--- config.mk ---
export PLATFORM = sky130hd
export DESIGN_NAME = uart_rx_qualifier
export DESIGN_NICKNAME = d
export VERILOG_FILES = /design/src/uart_qual_pkg.sv /design/src/uart_rx_qualifier.sv /design/src/uart_baud_gen.sv
export SDC_FILE = /design/constraint.sdc
export NUM_CORES = 1
export LEC_CHECK = 0
export ABC_AREA = 0
export BUFFER_PORTS_ARGS = -buffer_cell sky130_fd_sc_hd__buf_2
export CELL_PAD_IN_SITES_DETAIL_PLACEMENT = 1
export CELL_PAD_IN_SITES_GLOBAL_PLACEMENT = 1
export CORE_UTILIZATION = 40
export DETAILED_ROUTE_END_ITERATION = 12
export HOLD_SLACK_MARGIN = 0.1
export PLACE_DENSITY_LB_ADDON = 0.1
export SYNTH_ARGS = -nofsm -noshare
export SYNTH_HDL_FRONTEND = slang
export SYNTH_HIERARCHICAL = 1
export SYNTH_SLANG_ARGS = --single-unit
--- constraint.sdc ---
create_clock -name clk_i -period 2.1 [get_ports clk_i]
set_clock_uncertainty 0.2 [all_clocks]
set_input_delay 0.315 -clock clk_i [delete_from_list [all_inputs] [get_ports clk_i]]
set_output_delay 0.315 -clock clk_i [all_outputs]
set_load 0.005 [all_outputs]
--- src/uart_qual_pkg.sv ---
// Constants, register map and carrier types for the serial receive qualifier.
// Assumes a classic Wishbone master with 32-bit data and a 25 MHz clock.
package uart_qual_pkg;

  // ==========================================================
  // Register map (byte addresses)
  localparam logic [7:0] ADDR_SERIAL_CTRL = 8'h00;
  localparam logic [7:0] ADDR_POWER_CTRL  = 8'h04;
  localparam logic [7:0] ADDR_RX_DATA     = 8'h08;
  localparam logic [7:0] ADDR_T1_RELOAD   = 8'h0c;
  localparam logic [7:0] ADDR_T3_RELOAD   = 8'h10;
  localparam logic [7:0] ADDR_CLOCK_CTRL  = 8'h14;
  localparam logic [7:0] ADDR_SLAVE_ADDR  = 8'h18;

  // ==========================================================
  // Field positions
  localparam int SC_MODE_HIGH = 7;
  localparam int SC_MODE_LOW  = 6;
  localparam int SC_MP_EN     = 5;
  localparam int SC_RX_EN     = 4;
  localparam int SC_RX_NINTH  = 2;
  localparam int SC_RX_DONE   = 0;
  localparam int PC_BAUD_DBL  = 7;
  localparam int PC_ERR_SEL   = 6;
  localparam int CK_T1_CLKSEL = 4;
  localparam int CK_BAUD_SRC  = 5;

  // ==========================================================
  // Reset values and timing
  localparam logic [7:0] SERIAL_CTRL_RESET = 8'h00;
  localparam int         SYS_CLK_HZ        = 25_000_000;
  localparam int         T1_PRESCALE       = 12;
  localparam int         RX_OVERSAMPLE     = 16;
  localparam logic [3:0] SAMPLE_CENTRE     = 4'h7;

  typedef enum logic [1:0] {
    MODE_SYNC = 2'h0,
    MODE_VAR8 = 2'h1,
    MODE_FIX9 = 2'h2,
    MODE_VAR9 = 2'h3
  } serial_mode_t;

  typedef struct packed {
    logic [7:0] data;
    logic       ninth;
    logic       stop_ok;
  } rx_frame_t;

endpackage : uart_qual_pkg

--- src/uart_rx_qualifier.sv ---
// Serial receiver with framing-error and multiprocessor frame qualification.
// Assumes rxd_i is an asynchronous pin; registers on classic Wishbone, 32-bit.
`timescale 1ns/10ps
`default_nettype none
module uart_rx_qualifier (
  // Clock and reset
  input  wire logic        clk_i,
  input  wire logic        rst_i,
  // Wishbone slave
  input  wire logic        cyc_i,
  input  wire logic        stb_i,
  input  wire logic        we_i,
  input  wire logic [7:0]  adr_i,
  input  wire logic [3:0]  sel_i,
  input  wire logic [31:0] dat_i,
  output logic [31:0]      dat_o,
  output logic             ack_o,
  // Serial line
  input  wire logic        rxd_i,
  // Status
  output logic             rx_done_flag_o
);
  typedef enum logic [4:0] {
    ST_IDLE  = 5'b00001,
    ST_START = 5'b00010,
    ST_DATA  = 5'b00100,
    ST_NINTH = 5'b01000,
    ST_STOP  = 5'b10000
  } rx_state_t;

  // ==========================================================
  // Registers
  logic [7:0]  serial_control_reg;
  logic        frame_error_flag_reg;
  logic        baud_double_reg;
  logic        frame_err_access_sel_reg;
  logic [7:0]  rx_data_reg;
  logic [7:0]  timer1_reload_high_reg;
  logic [15:0] timer3_reload_reg;
  logic [7:0]  clock_control_reg;
  logic [15:0] slave_addr_reg;
  logic [2:0]  sync_reg;
  logic        line_reg;
  logic        line_prev_reg;
  rx_state_t   state_reg;
  logic [3:0]  os_reg;
  logic [2:0]  bit_reg;
  logic [7:0]  shift_reg;
  logic        ninth_reg;
  logic        tick;

  // ==========================================================
  // Decode
  logic                    req;
  logic                    wr;
  logic                    hit_sc;
  logic                    hit_pc;
  logic                    hit_t1;
  logic                    hit_t3;
  logic                    hit_ck;
  logic                    hit_sa;
  logic                    hit_rd;
  logic [31:0]             rdata;
  logic [1:0]              mode_w;
  logic                    async_mode;
  logic                    mp_en;
  logic                    centre;
  logic                    frame_end;
  uart_qual_pkg::rx_frame_t frame;
  logic                    qual_bit;
  logic                    addr_match;
  logic                    accept;
  logic                    frame_err_event;
  logic                    frame_err_write;
  logic                    start_edge;

  assign req    = cyc_i && stb_i && !ack_o;
  assign wr     = req && we_i && sel_i[0];
  assign hit_sc = (adr_i == uart_qual_pkg::ADDR_SERIAL_CTRL);
  assign hit_pc = (adr_i == uart_qual_pkg::ADDR_POWER_CTRL);
  assign hit_rd = (adr_i == uart_qual_pkg::ADDR_RX_DATA);
  assign hit_t1 = (adr_i == uart_qual_pkg::ADDR_T1_RELOAD);
  assign hit_t3 = (adr_i == uart_qual_pkg::ADDR_T3_RELOAD);
  assign hit_ck = (adr_i == uart_qual_pkg::ADDR_CLOCK_CTRL);
  assign hit_sa = (adr_i == uart_qual_pkg::ADDR_SLAVE_ADDR);

  assign mode_w     = serial_control_reg[uart_qual_pkg::SC_MODE_HIGH -: 2];
  assign async_mode = (mode_w != 2'h0);
  assign mp_en      = serial_control_reg[uart_qual_pkg::SC_MP_EN] && async_mode;
  assign centre     = tick && (os_reg == uart_qual_pkg::SAMPLE_CENTRE);
  assign frame_end  = (state_reg == ST_STOP) && centre;

  assign frame.data    = shift_reg;
  assign frame.ninth   = ninth_reg;
  assign frame.stop_ok = line_reg;
  // Mode 1: stop bit stands in for the ninth bit
  assign qual_bit   = (mode_w == 2'h1) ? frame.stop_ok : frame.ninth;
  // Given/broadcast matching: mask in high byte, own address in low byte
  assign addr_match = ((frame.data & slave_addr_reg[15:8]) ==
                       (slave_addr_reg[7:0] & slave_addr_reg[15:8])) ||
                      ((frame.data | ~(slave_addr_reg[7:0] | slave_addr_reg[15:8]))
                       == 8'hff);
  assign accept     = frame_end && !serial_control_reg[uart_qual_pkg::SC_RX_DONE] &&
                      (!mp_en || (qual_bit && addr_match));
  assign frame_err_event = frame_end && !frame.stop_ok;
  assign frame_err_write = wr && hit_sc && frame_err_access_sel_reg;
  // Only a fresh falling edge starts a frame; a line still low after a bad stop must not
  assign start_edge      = line_prev_reg && !line_reg;

  assign rdata = hit_sc ? {24'h0, (frame_err_access_sel_reg ? frame_error_flag_reg
                                   : serial_control_reg[7]), serial_control_reg[6:0]} :
                 hit_pc ? {24'h0, baud_double_reg, frame_err_access_sel_reg, 6'h00} :
                 hit_rd ? {24'h0, rx_data_reg} :
                 hit_t1 ? {24'h0, timer1_reload_high_reg} :
                 hit_t3 ? {16'h0, timer3_reload_reg} :
                 hit_ck ? {24'h0, clock_control_reg} :
                 hit_sa ? {16'h0, slave_addr_reg} : 32'h0000_0000;

  uart_baud_gen u_baud (
    .clk_i                 (clk_i),
    .rst_i                 (rst_i),
    .mode_i                (mode_w),
    .baud_double_i         (baud_double_reg),
    .timer1_clock_select_i (clock_control_reg[uart_qual_pkg::CK_T1_CLKSEL]),
    .use_timer3_i          (clock_control_reg[uart_qual_pkg::CK_BAUD_SRC]),
    .timer1_reload_high_i  (timer1_reload_high_reg),
    .timer3_reload_i       (timer3_reload_reg),
    .tick_o                (tick)
  );

  // ==========================================================
  // Bus registers
  always_ff @(posedge clk_i) begin
    if (rst_i) begin
      ack_o                    <= 1'b0;
      dat_o                    <= 32'h0000_0000;
      serial_control_reg       <= uart_qual_pkg::SERIAL_CTRL_RESET;
      baud_double_reg          <= 1'b0;
      frame_err_access_sel_reg <= 1'b0;
      timer1_reload_high_reg   <= 8'h00;
      timer3_reload_reg        <= 16'h0000;
      clock_control_reg        <= 8'h00;
      slave_addr_reg           <= 16'h0000;
    end else begin
      ack_o <= req;
      if (req) dat_o <= rdata;
      if (wr && hit_sc) begin
        if (!frame_err_access_sel_reg) serial_control_reg[7] <= dat_i[7];
        serial_control_reg[6:1] <= dat_i[6:1];
      end
      if (accept) serial_control_reg[uart_qual_pkg::SC_RX_NINTH] <= qual_bit;
      // Set beats a same-cycle clear
      if (accept) serial_control_reg[0] <= 1'b1;
      else if (wr && hit_sc) serial_control_reg[0] <= dat_i[0];
      if (wr && hit_pc) begin
        baud_double_reg          <= dat_i[uart_qual_pkg::PC_BAUD_DBL];
        frame_err_access_sel_reg <= dat_i[uart_qual_pkg::PC_ERR_SEL];
      end
      if (wr && hit_t1) timer1_reload_high_reg <= dat_i[7:0];
      if (wr && hit_t3 && sel_i[1]) timer3_reload_reg[15:8] <= dat_i[15:8];
      if (wr && hit_t3) timer3_reload_reg[7:0] <= dat_i[7:0];
      if (wr && hit_ck) clock_control_reg <= dat_i[7:0];
      if (wr && hit_sa && sel_i[1]) slave_addr_reg[15:8] <= dat_i[15:8];
      if (wr && hit_sa) slave_addr_reg[7:0] <= dat_i[7:0];
    end
  end

  // Sticky error: only a software write lowers it
  always_ff @(posedge clk_i) begin
    if (rst_i) frame_error_flag_reg <= 1'b0;
    else if (frame_err_event && async_mode) frame_error_flag_reg <= 1'b1;
    else if (frame_err_write) frame_error_flag_reg <= dat_i[7];
  end

  // ==========================================================
  // Receiver
  always_ff @(posedge clk_i) begin
    if (rst_i) begin
      sync_reg       <= 3'h7;
      line_reg       <= 1'b1;
      line_prev_reg  <= 1'b1;
      state_reg      <= ST_IDLE;
      os_reg         <= 4'h0;
      bit_reg        <= 3'h0;
      shift_reg      <= 8'h00;
      ninth_reg      <= 1'b0;
      rx_data_reg    <= 8'h00;
      rx_done_flag_o <= 1'b0;
    end else begin
      sync_reg <= {sync_reg[1:0], rxd_i};
      if (sync_reg[1] == sync_reg[2]) line_reg <= sync_reg[2];
      line_prev_reg <= line_reg;
      rx_done_flag_o <= serial_control_reg[uart_qual_pkg::SC_RX_DONE] | accept;
      if (accept) rx_data_reg <= frame.data;
      if (tick) os_reg <= os_reg + 4'h1;
      case (state_reg)
        ST_IDLE: begin
          os_reg <= 4'h0;
          if (start_edge && async_mode && serial_control_reg[uart_qual_pkg::SC_RX_EN])
            state_reg <= ST_START;
        end
        ST_START: begin
          if (centre) state_reg <= line_reg ? ST_IDLE : ST_DATA;
        end
        ST_DATA: begin
          if (centre) begin
            shift_reg <= {line_reg, shift_reg[7:1]};
            bit_reg   <= bit_reg + 3'h1;
            if (bit_reg == 3'h7) state_reg <= mode_w[1] ? ST_NINTH : ST_STOP;
          end
        end
        ST_NINTH: begin
          if (centre) begin
            ninth_reg <= line_reg;
            state_reg <= ST_STOP;
          end
        end
        ST_STOP: begin
          if (centre) state_reg <= ST_IDLE;
        end
        default: state_reg <= ST_IDLE;
      endcase
    end
  end
endmodule : uart_rx_qualifier
`default_nettype wire

--- src/uart_baud_gen.sv ---
// Baud tick generator: one-cycle enable at sixteen times the bit rate.
// Assumes software keeps the reload values within their legal range.
`timescale 1ns/10ps
`default_nettype none
module uart_baud_gen (
  // Clock and reset
  input  wire logic        clk_i,
  input  wire logic        rst_i,
  // Configuration
  input  wire logic [1:0]  mode_i,
  input  wire logic        baud_double_i,
  input  wire logic        timer1_clock_select_i,
  input  wire logic        use_timer3_i,
  input  wire logic [7:0]  timer1_reload_high_i,
  input  wire logic [15:0] timer3_reload_i,
  // Tick out
  output logic             tick_o
);
  logic [3:0]  pre_reg;
  logic [15:0] cnt_reg;
  logic [15:0] reload;
  logic        src_en;
  logic        ovf;
  logic [1:0]  dbl_reg;
  logic        is_fix;

  assign is_fix = (mode_i == 2'h2);
  // Undivided clock when clock select is one
  assign src_en = is_fix | use_timer3_i | timer1_clock_select_i |
                  (pre_reg == 4'(uart_qual_pkg::T1_PRESCALE - 1));
  // Timer 1 in auto-reload: only its high byte matters
  assign reload = is_fix ? 16'hfffe :
                  use_timer3_i ? timer3_reload_i : {8'hff, timer1_reload_high_i};
  assign ovf    = src_en && (cnt_reg == 16'hffff);

  always_ff @(posedge clk_i) begin
    if (rst_i) begin
      pre_reg <= 4'h0;
      // Start at the top: the first reload comes at once, not after a full 16-bit wrap
      cnt_reg <= 16'hffff;
      dbl_reg <= 2'h0;
      tick_o  <= 1'b0;
    end else begin
      pre_reg <= src_en ? 4'h0 : pre_reg + 4'h1;
      if (src_en) cnt_reg <= ovf ? reload : cnt_reg + 16'h0001;
      // Doubling skips the extra divide-by-two
      if (ovf) dbl_reg <= dbl_reg + 2'h1;
      tick_o <= ovf && (baud_double_i || dbl_reg[0]);
    end
  end
endmodule : uart_baud_gen
`default_nettype wire

==> impl_results.md, run 1 <==
* XOR/XNOR Fraction of Synth Area at 0.0214
* Final core utilization at 0.535
* Clk_lat worst skew at 430 ps
* Leak at 0.00376 uW
* Largest family of logic cells by synthesized area: simple AND/OR/NAND/NOR gates
* Tot GR Track Use at 0.266
* CP bufs+invs at 0
* Max clock buf depth at 2
* Yosys warns at 6
* WP data required at 2240 ps
* Net Switching at 1370 uW
* Drt first-iter violations at 246
* Switching share of power at 0.229
* ANT nets after route at 0
* Synth unique cells at 68
* Synth Area in Compound Gates at 0.140
* Largest cells by area after synthesis: dfxtp_1 (41%), mux2i_1 (11%), nor2_1 (5.7%), mux2_2 (3.3%), a21oi_1 (2.8%)
* Core ar. at 15900 um^2
* Crit Path Class: flop to flop
* Status: finished with violations
* Mux share of post-synthesis cell area at 0.146
* Cell Area, Synth at 6550 um^2
* Setup ws final at -6.67 ps
* Die width at 130 um
* Final wirelength at 21.5 mm
* Startpoint class of the critical path: flop
* CTS clock-pin slew for the worst setup and hold paths at 60 ps
* Max-slew violation count at 0
* Post-Synth Adder-Cell Area at 0.00956
* Ys async rst share at 0
* Post-synthesis simple-gate area fraction at 0.225
* Register share of total power at 0.427
* Slowest cell on crit path: or3b_1
* VDD IR max at 0.000666 V
* Largest net degree at the start of global routing at 45
* Failing checks: negative setup slack
* Setup TNS Final at -6.67 ps
* Power share of the clock group at 0.521
* First drt pass iteration count at 4
* RSZ-0062 raised after global routing: yes
* Synth Instances at 728
* H-tree depth at 4
* DR vias at 6003
* Crit path DAT at 2250 ps
* CTS Buf Count at 17
* Final HPWL DP at 15.0 mm
* Routed len/inst at 19.7 um
* Post-placement cell count at 1019
* Post-route insts no fill at 1090
* Crit-path max cell delay at 380 ps
* First-pass GRT wire length at 33.6 mm
* Synthesis-stage register bit count at 133
* Prevailing post-synth register cell: dfxtp_1
* Routability cong. at 0.867
* Hold crit path type: input port to flop
* Design Area, Final at 8540 um^2
* CTS sink cnt at 133
* GRT overflow at 0
* Setup crit end kind: flop
* Highest Clock Rate at 475 MHz
* Crit path time final at 2110 ps
* Final worst path period share at 1.00
* Clk root buf: clkbuf_16
* Die height at 130 um
* Row Count at 46
* Initial Util at 0.411
* Yosys top cell area share at 0.407
* Crit-path leading delay family: simple AND/OR/NAND/NOR gates
* P per Cell Area at 699 nW/um^2
* Total of max-cap violations at 0
* Initial antenna violation count at 1
* Die area at 16900 um^2
* DRC at 0
* TritonCTS clock tree: yes
* Synth top cells by count: dfxtp_1 (133), nor2_1 (99), mux2i_1 (74), nand2_1 (46), a21oi_1 (37)
* EDFF count, synth at 0
* Share of cells above drive strength 1 at 0.267
* Crit-path max FO at 5
* Port bufs at 49
* Vias in the first global route at 6231
* Area post-placement at 7440 um^2
* Seq/Total Area, Yosys at 0.407
* Critical Path, Cell by Cell: ha_4, and4b_2, or2_4, o32a_1, or3b_1, o31ai_1
* Vias per inst at 5.51
* Final hold viol count at 0
* Hold Slack at 180 ps
* Comb pwr share at 0.053
* IO Count at 84
* P_int at 4600 uW
* Cell taking the most area after synthesis: dfxtp_1
* Count leader, synth: dfxtp_1
* Syn Area/Cell at 8.99 um^2
* P&R area growth vs syn at 30.4%
* Layout net count at 915
* Finish-stage setup viols at 1
[tightest hold or removal path: stages]
cell	delay [ps]
buf_2	130
nand4_4	160
mux2i_1	100
nor2_1	70
[area by class of cell]
class,count,area [um^2]
Fill cell,1867,7410
Multi-Input combinational cell,546,3760
Clock buffer,21,460
Clock inverter,11,149
Sequential cell,133,2670
Antenna cell,1,2.50
Inverter,10,37.5
Timing Repair Buffer,152,1180
Tap cell,216,270
[timing repair]
item	in CTS	in global routing
hold buffers	18	0
hold endpoints to repair	63	0
setup endpoints to repair	25	33
gates resized for setup	24	13
gates cloned	1	0
setup buffers	13	6
pin swaps	12	11
[kinds of logic (layout without fill, tap and decap cells)]
kind of cell / Yosys count / count (layout)
buffers and inverters: 65 / 194
adders and majority gates: 5 / 5
muxes: 93 / 93
DFF: 133 / 133
AOI/OAI and AO/OA: 136 / 136
xor gates and xnor gates: 16 / 16
other: 1 / 17
and+or+nand+nor: 279 / 280
[layout by cell type, fill, tap and decap left out, types with 19 or more instances in the layout]
cell type  synthesis  final
a21oi_1           37     36
buf_2             12     48
buf_4             17     76
dfxtp_1          133    127
mux2_2            19     19
mux2i_1           74     74
nand2_1           46     46
nand2b_1          20     20
nand3_1           28     26
nor2_1            99     97
o21ai_0           20     19
[path summary, 6_finish.rpt]
check	to	slack, ps	from	cells past startpoint
worst min-delay path	timer3_reload_reg[11]$_SDFFE_PP0P_	180	sel_i[1]	4
worst max register to register	state_reg[2]$_SDFFE_PP0P_	-7	os_reg[1]$_SDFFE_PP0P_	6
worst max-delay path	state_reg[2]$_SDFFE_PP0P_	-7	os_reg[1]$_SDFFE_PP0P_	6
worst min register to register	sync_reg[1]$_SDFF_PP1_	250	sync_reg[0]$_SDFF_PP1_	1
[metrics by stage]
step / power, uW / setup WS, ps
2_1_floorplan: 2760 / 5.62
3_3_place_gp: 2870 / -178
3_5_place_dp: 2880 / -167
4_1_cts: 6020 / -39.5
5_1_grt: 6170 / -69.8
6_report: 5970 / -6.67
[power groups by stage]
stage / Clock (uW) / Sequential, uW / Combinational (uW)
after floorplan: 0 / 2600 / 155
after global placement: 0 / 2600 / 271
after detailed placement: 0 / 2600 / 278
after CTS: 3160 / 2550 / 311
after global routing: 3280 / 2550 / 337
final: 3110 / 2550 / 313
[routing by layer]
| layer | GRT usage | routed length [um] | up-vias |
|---|---|---|---|
| li1 | - | - | 2880 |
| met1 | 0.325 | 9670 | 3004 |
| met2 | 0.461 | 10700 | 91 |
| met3 | 0.0541 | 654 | 28 |
| met4 | 0.103 | 480 | 0 |
| met5 | 0 | 0 | - |
(Power assumes the default switching activity.)
==> run 2, diff against run 1 <==
Settings changed: CORE_UTILIZATION 40 to 39, CTS_BUF_LIST from default to sky130_fd_sc_hd__clkbuf_16, SLEW_MARGIN from default to 20, SYNTH_HIERARCHICAL 1 to default.
==> impl_results.md, run 2 <==
* Status: complete, no violations
* Final hold viol count at 0
* Die width at 130 um
* GRT overflow at 0
* Count leader, synth: dfxtp_1
* Final wirelength at 19.9 mm
* IO Count at 84
* Port bufs at 49
* VDD IR max at 0.000575 V
* Share of cells above drive strength 1 at 0.231
* Tot GR Track Use at 0.251
* Routability cong. at 0.892
* Setup crit end kind: flop
* Syn Area/Cell at 8.43 um^2
* Cell Area, Synth at 6350 um^2
* First drt pass iteration count at 4
* Die area at 16800 um^2
* First-pass GRT wire length at 31.4 mm
* Layout net count at 919
* Seq/Total Area, Yosys at 0.419
* Total of max-cap violations at 0
* Cell taking the most area after synthesis: dfxtp_1
* Post-placement cell count at 1042
* Finish-stage setup viols at 0
* DRC at 0
* Antenna diode count at 0
* WL met1 at 9.39 mm
* Synth Instances at 753
* Core ar. at 15900 um^2
* Filler cells at 1925
* Row Count at 46
* Vias per inst at 5.34
* Leak at 0.00354 uW
* TritonCTS clock tree: yes
* Max layer used: met4
* Highest Clock Rate at 495 MHz
* Wire length on met3 at 881 um
* Die height at 130 um
* Most frequent cells in the layout: dfxtp_1 (125), nand2_1 (103), nor2_1 (84)
* WP data required at 2210 ps
* CTS Buf Count at 17
* Area of the multi-input gates at 3510 um^2
* EDFF count, synth at 0
* Final worst path period share at 0.961
* Prevailing post-synth register cell: dfxtp_1
* Dpl ws at -434 ps
* Ys async rst share at 0
* Clk root buf: clkbuf_16
* Post-route insts no fill at 1093
* Commonest non-fill, non-tap cell in the layout: dfxtp_1
* Max-slew violation count at 0
* Crit path time final at 2020 ps
* Initial antenna violation count at 0
* RSZ-0062 raised after global routing: yes
* CTS clock-pin slew for the worst setup and hold paths at 60 ps
* Routed len/inst at 18.2 um
* ANT nets after route at 0
* Max clock buf depth at 2
* Worst slew margin at 0.585
* Hold crit path type: input port to flop
* H-tree depth at 4
* Startpoint class of the critical path: input port
* Drt first-iter violations at 221
* Largest cells by area after synthesis: dfxtp_1 (42%), mux2i_1 (9.3%), nand2_1 (6.3%), a21oi_1 (5.1%), nor2_1 (5.0%)
* Worst slew pin tran at 623 ps
* P per Cell Area at 756 nW/um^2
* Synth top cells by count: dfxtp_1 (133), nand2_1 (107), nor2_1 (85), a21oi_1 (65), mux2i_1 (59)
* Final HPWL DP at 14.8 mm
* Synth unique cells at 64
* P&R area growth vs syn at 27.6%
* Vias in the first global route at 5894
* DR vias at 5841
* Setup ws final at 81.7 ps
* Crit-path max FO at 8
* Register area at 2680 um^2
* Yosys warns at 0
* Crit path DAT at 2130 ps
* Crit Path Class: input port to flop
* Largest net degree at the start of global routing at 59
* Length of routed met2 wiring at 9.23 mm
* CTS sink cnt at 133
* Yosys top cell area share at 0.419
* Clk_lat worst skew at 430 ps
* Initial Util at 0.400
* Synthesis-stage register bit count at 133
[run 2: where the power goes]
part           internal [uW]  switching (uW)  total (uW)
clock network           1900            1250        3150
registers               2550            29.6        2580
logic                    159             232         392
[run 2: through the flow]
step | utilization | total power [uW] | hold slack (ps) | setup TNS (ps) | instance area [um^2]
2_1_floorplan | - | 2850 | 189 | -4020 | 6450
3_3_place_gp | 0.454 | 2970 | 208 | -13170 | 7200
3_5_place_dp | 0.454 | 2990 | 205 | -16260 | 7200
4_1_cts | 0.503 | 6180 | 130 | 0 | 8000
5_1_grt | 0.510 | 6370 | 138 | -53.3 | 8100
6_report | 0.510 | 6120 | 148 | 0 | 8100
[run 2: final timing paths]
check	from	end	slack [ps]	depth (start not counted)
hold / removal	sel_i[1]	slave_addr_reg[15]$_SDFFE_PP0P_	150	4
setup / recovery	adr_i[5]	timer3_reload_reg[9]$_SDFFE_PP0P_	80	8
hold reg to reg	sync_reg[0]$_SDFF_PP1_	sync_reg[1]$_SDFF_PP1_	230	1
setup reg to reg	shift_reg[7]$_SDFFE_PP0P_	serial_control_reg[2]$_SDFFE_PP0P_	100	7
[run 2: cell families (layout without fill, tap and decap cells)]
family | Yosys count | in the layout | share of synthesized area
AND/OR/NAND/NOR | 299 | 299 | 0.223
AO/OA/AOI/OAI | 172 | 172 | 0.176
flip-flops | 133 | 133 | 0.419
buffers and inverters | 67 | 176 | 0.0538
multiplexers | 60 | 60 | 0.0948
XOR/XNOR | 16 | 16 | 0.0221
adder cells (fa/ha/maj) | 5 | 5 | 0.00985
other | 1 | 16 | 0.000591
[run 2: worst max-delay path, cell delays in order]
cell      delay, ps
buf_2            90
or4_4           590
nor4bb_2        370
buf_4           190
and2_1          190
nand2_2         160
nand2_1         120
a21oi_1          80
[run 2: metal layers]
| layer | track usage | up-vias |
|---|---|---|
| met3 | 0.0566 | 27 |
| met4 | 0.0964 | 0 |
| met1 | 0.332 | 2857 |
| met2 | 0.399 | 119 |
| li1 | - | 2838 |
| met5 | 0 | - |
[run 2: area by class of cell]
| cell class | count | share of cell area |
|---|---|---|
| Clock buffer | 17 | 0.0525 |
| Clock inverter | 15 | 0.0236 |
| Inverter | 8 | 0.00371 |
| Multi-Input combinational cell | 568 | 0.433 |
| Sequential cell | 133 | 0.330 |
| Tap cell | 216 | 0.0334 |
| Timing Repair Buffer | 136 | 0.123 |
[run 2: timing repair]
action,in CTS,in global routing
endpoints found under the setup margin,1,47
pin swaps,0,4
buffers inserted,0,2
hold endpoints to repair,57,0
resized for setup,1,25
hold buffers,17,0
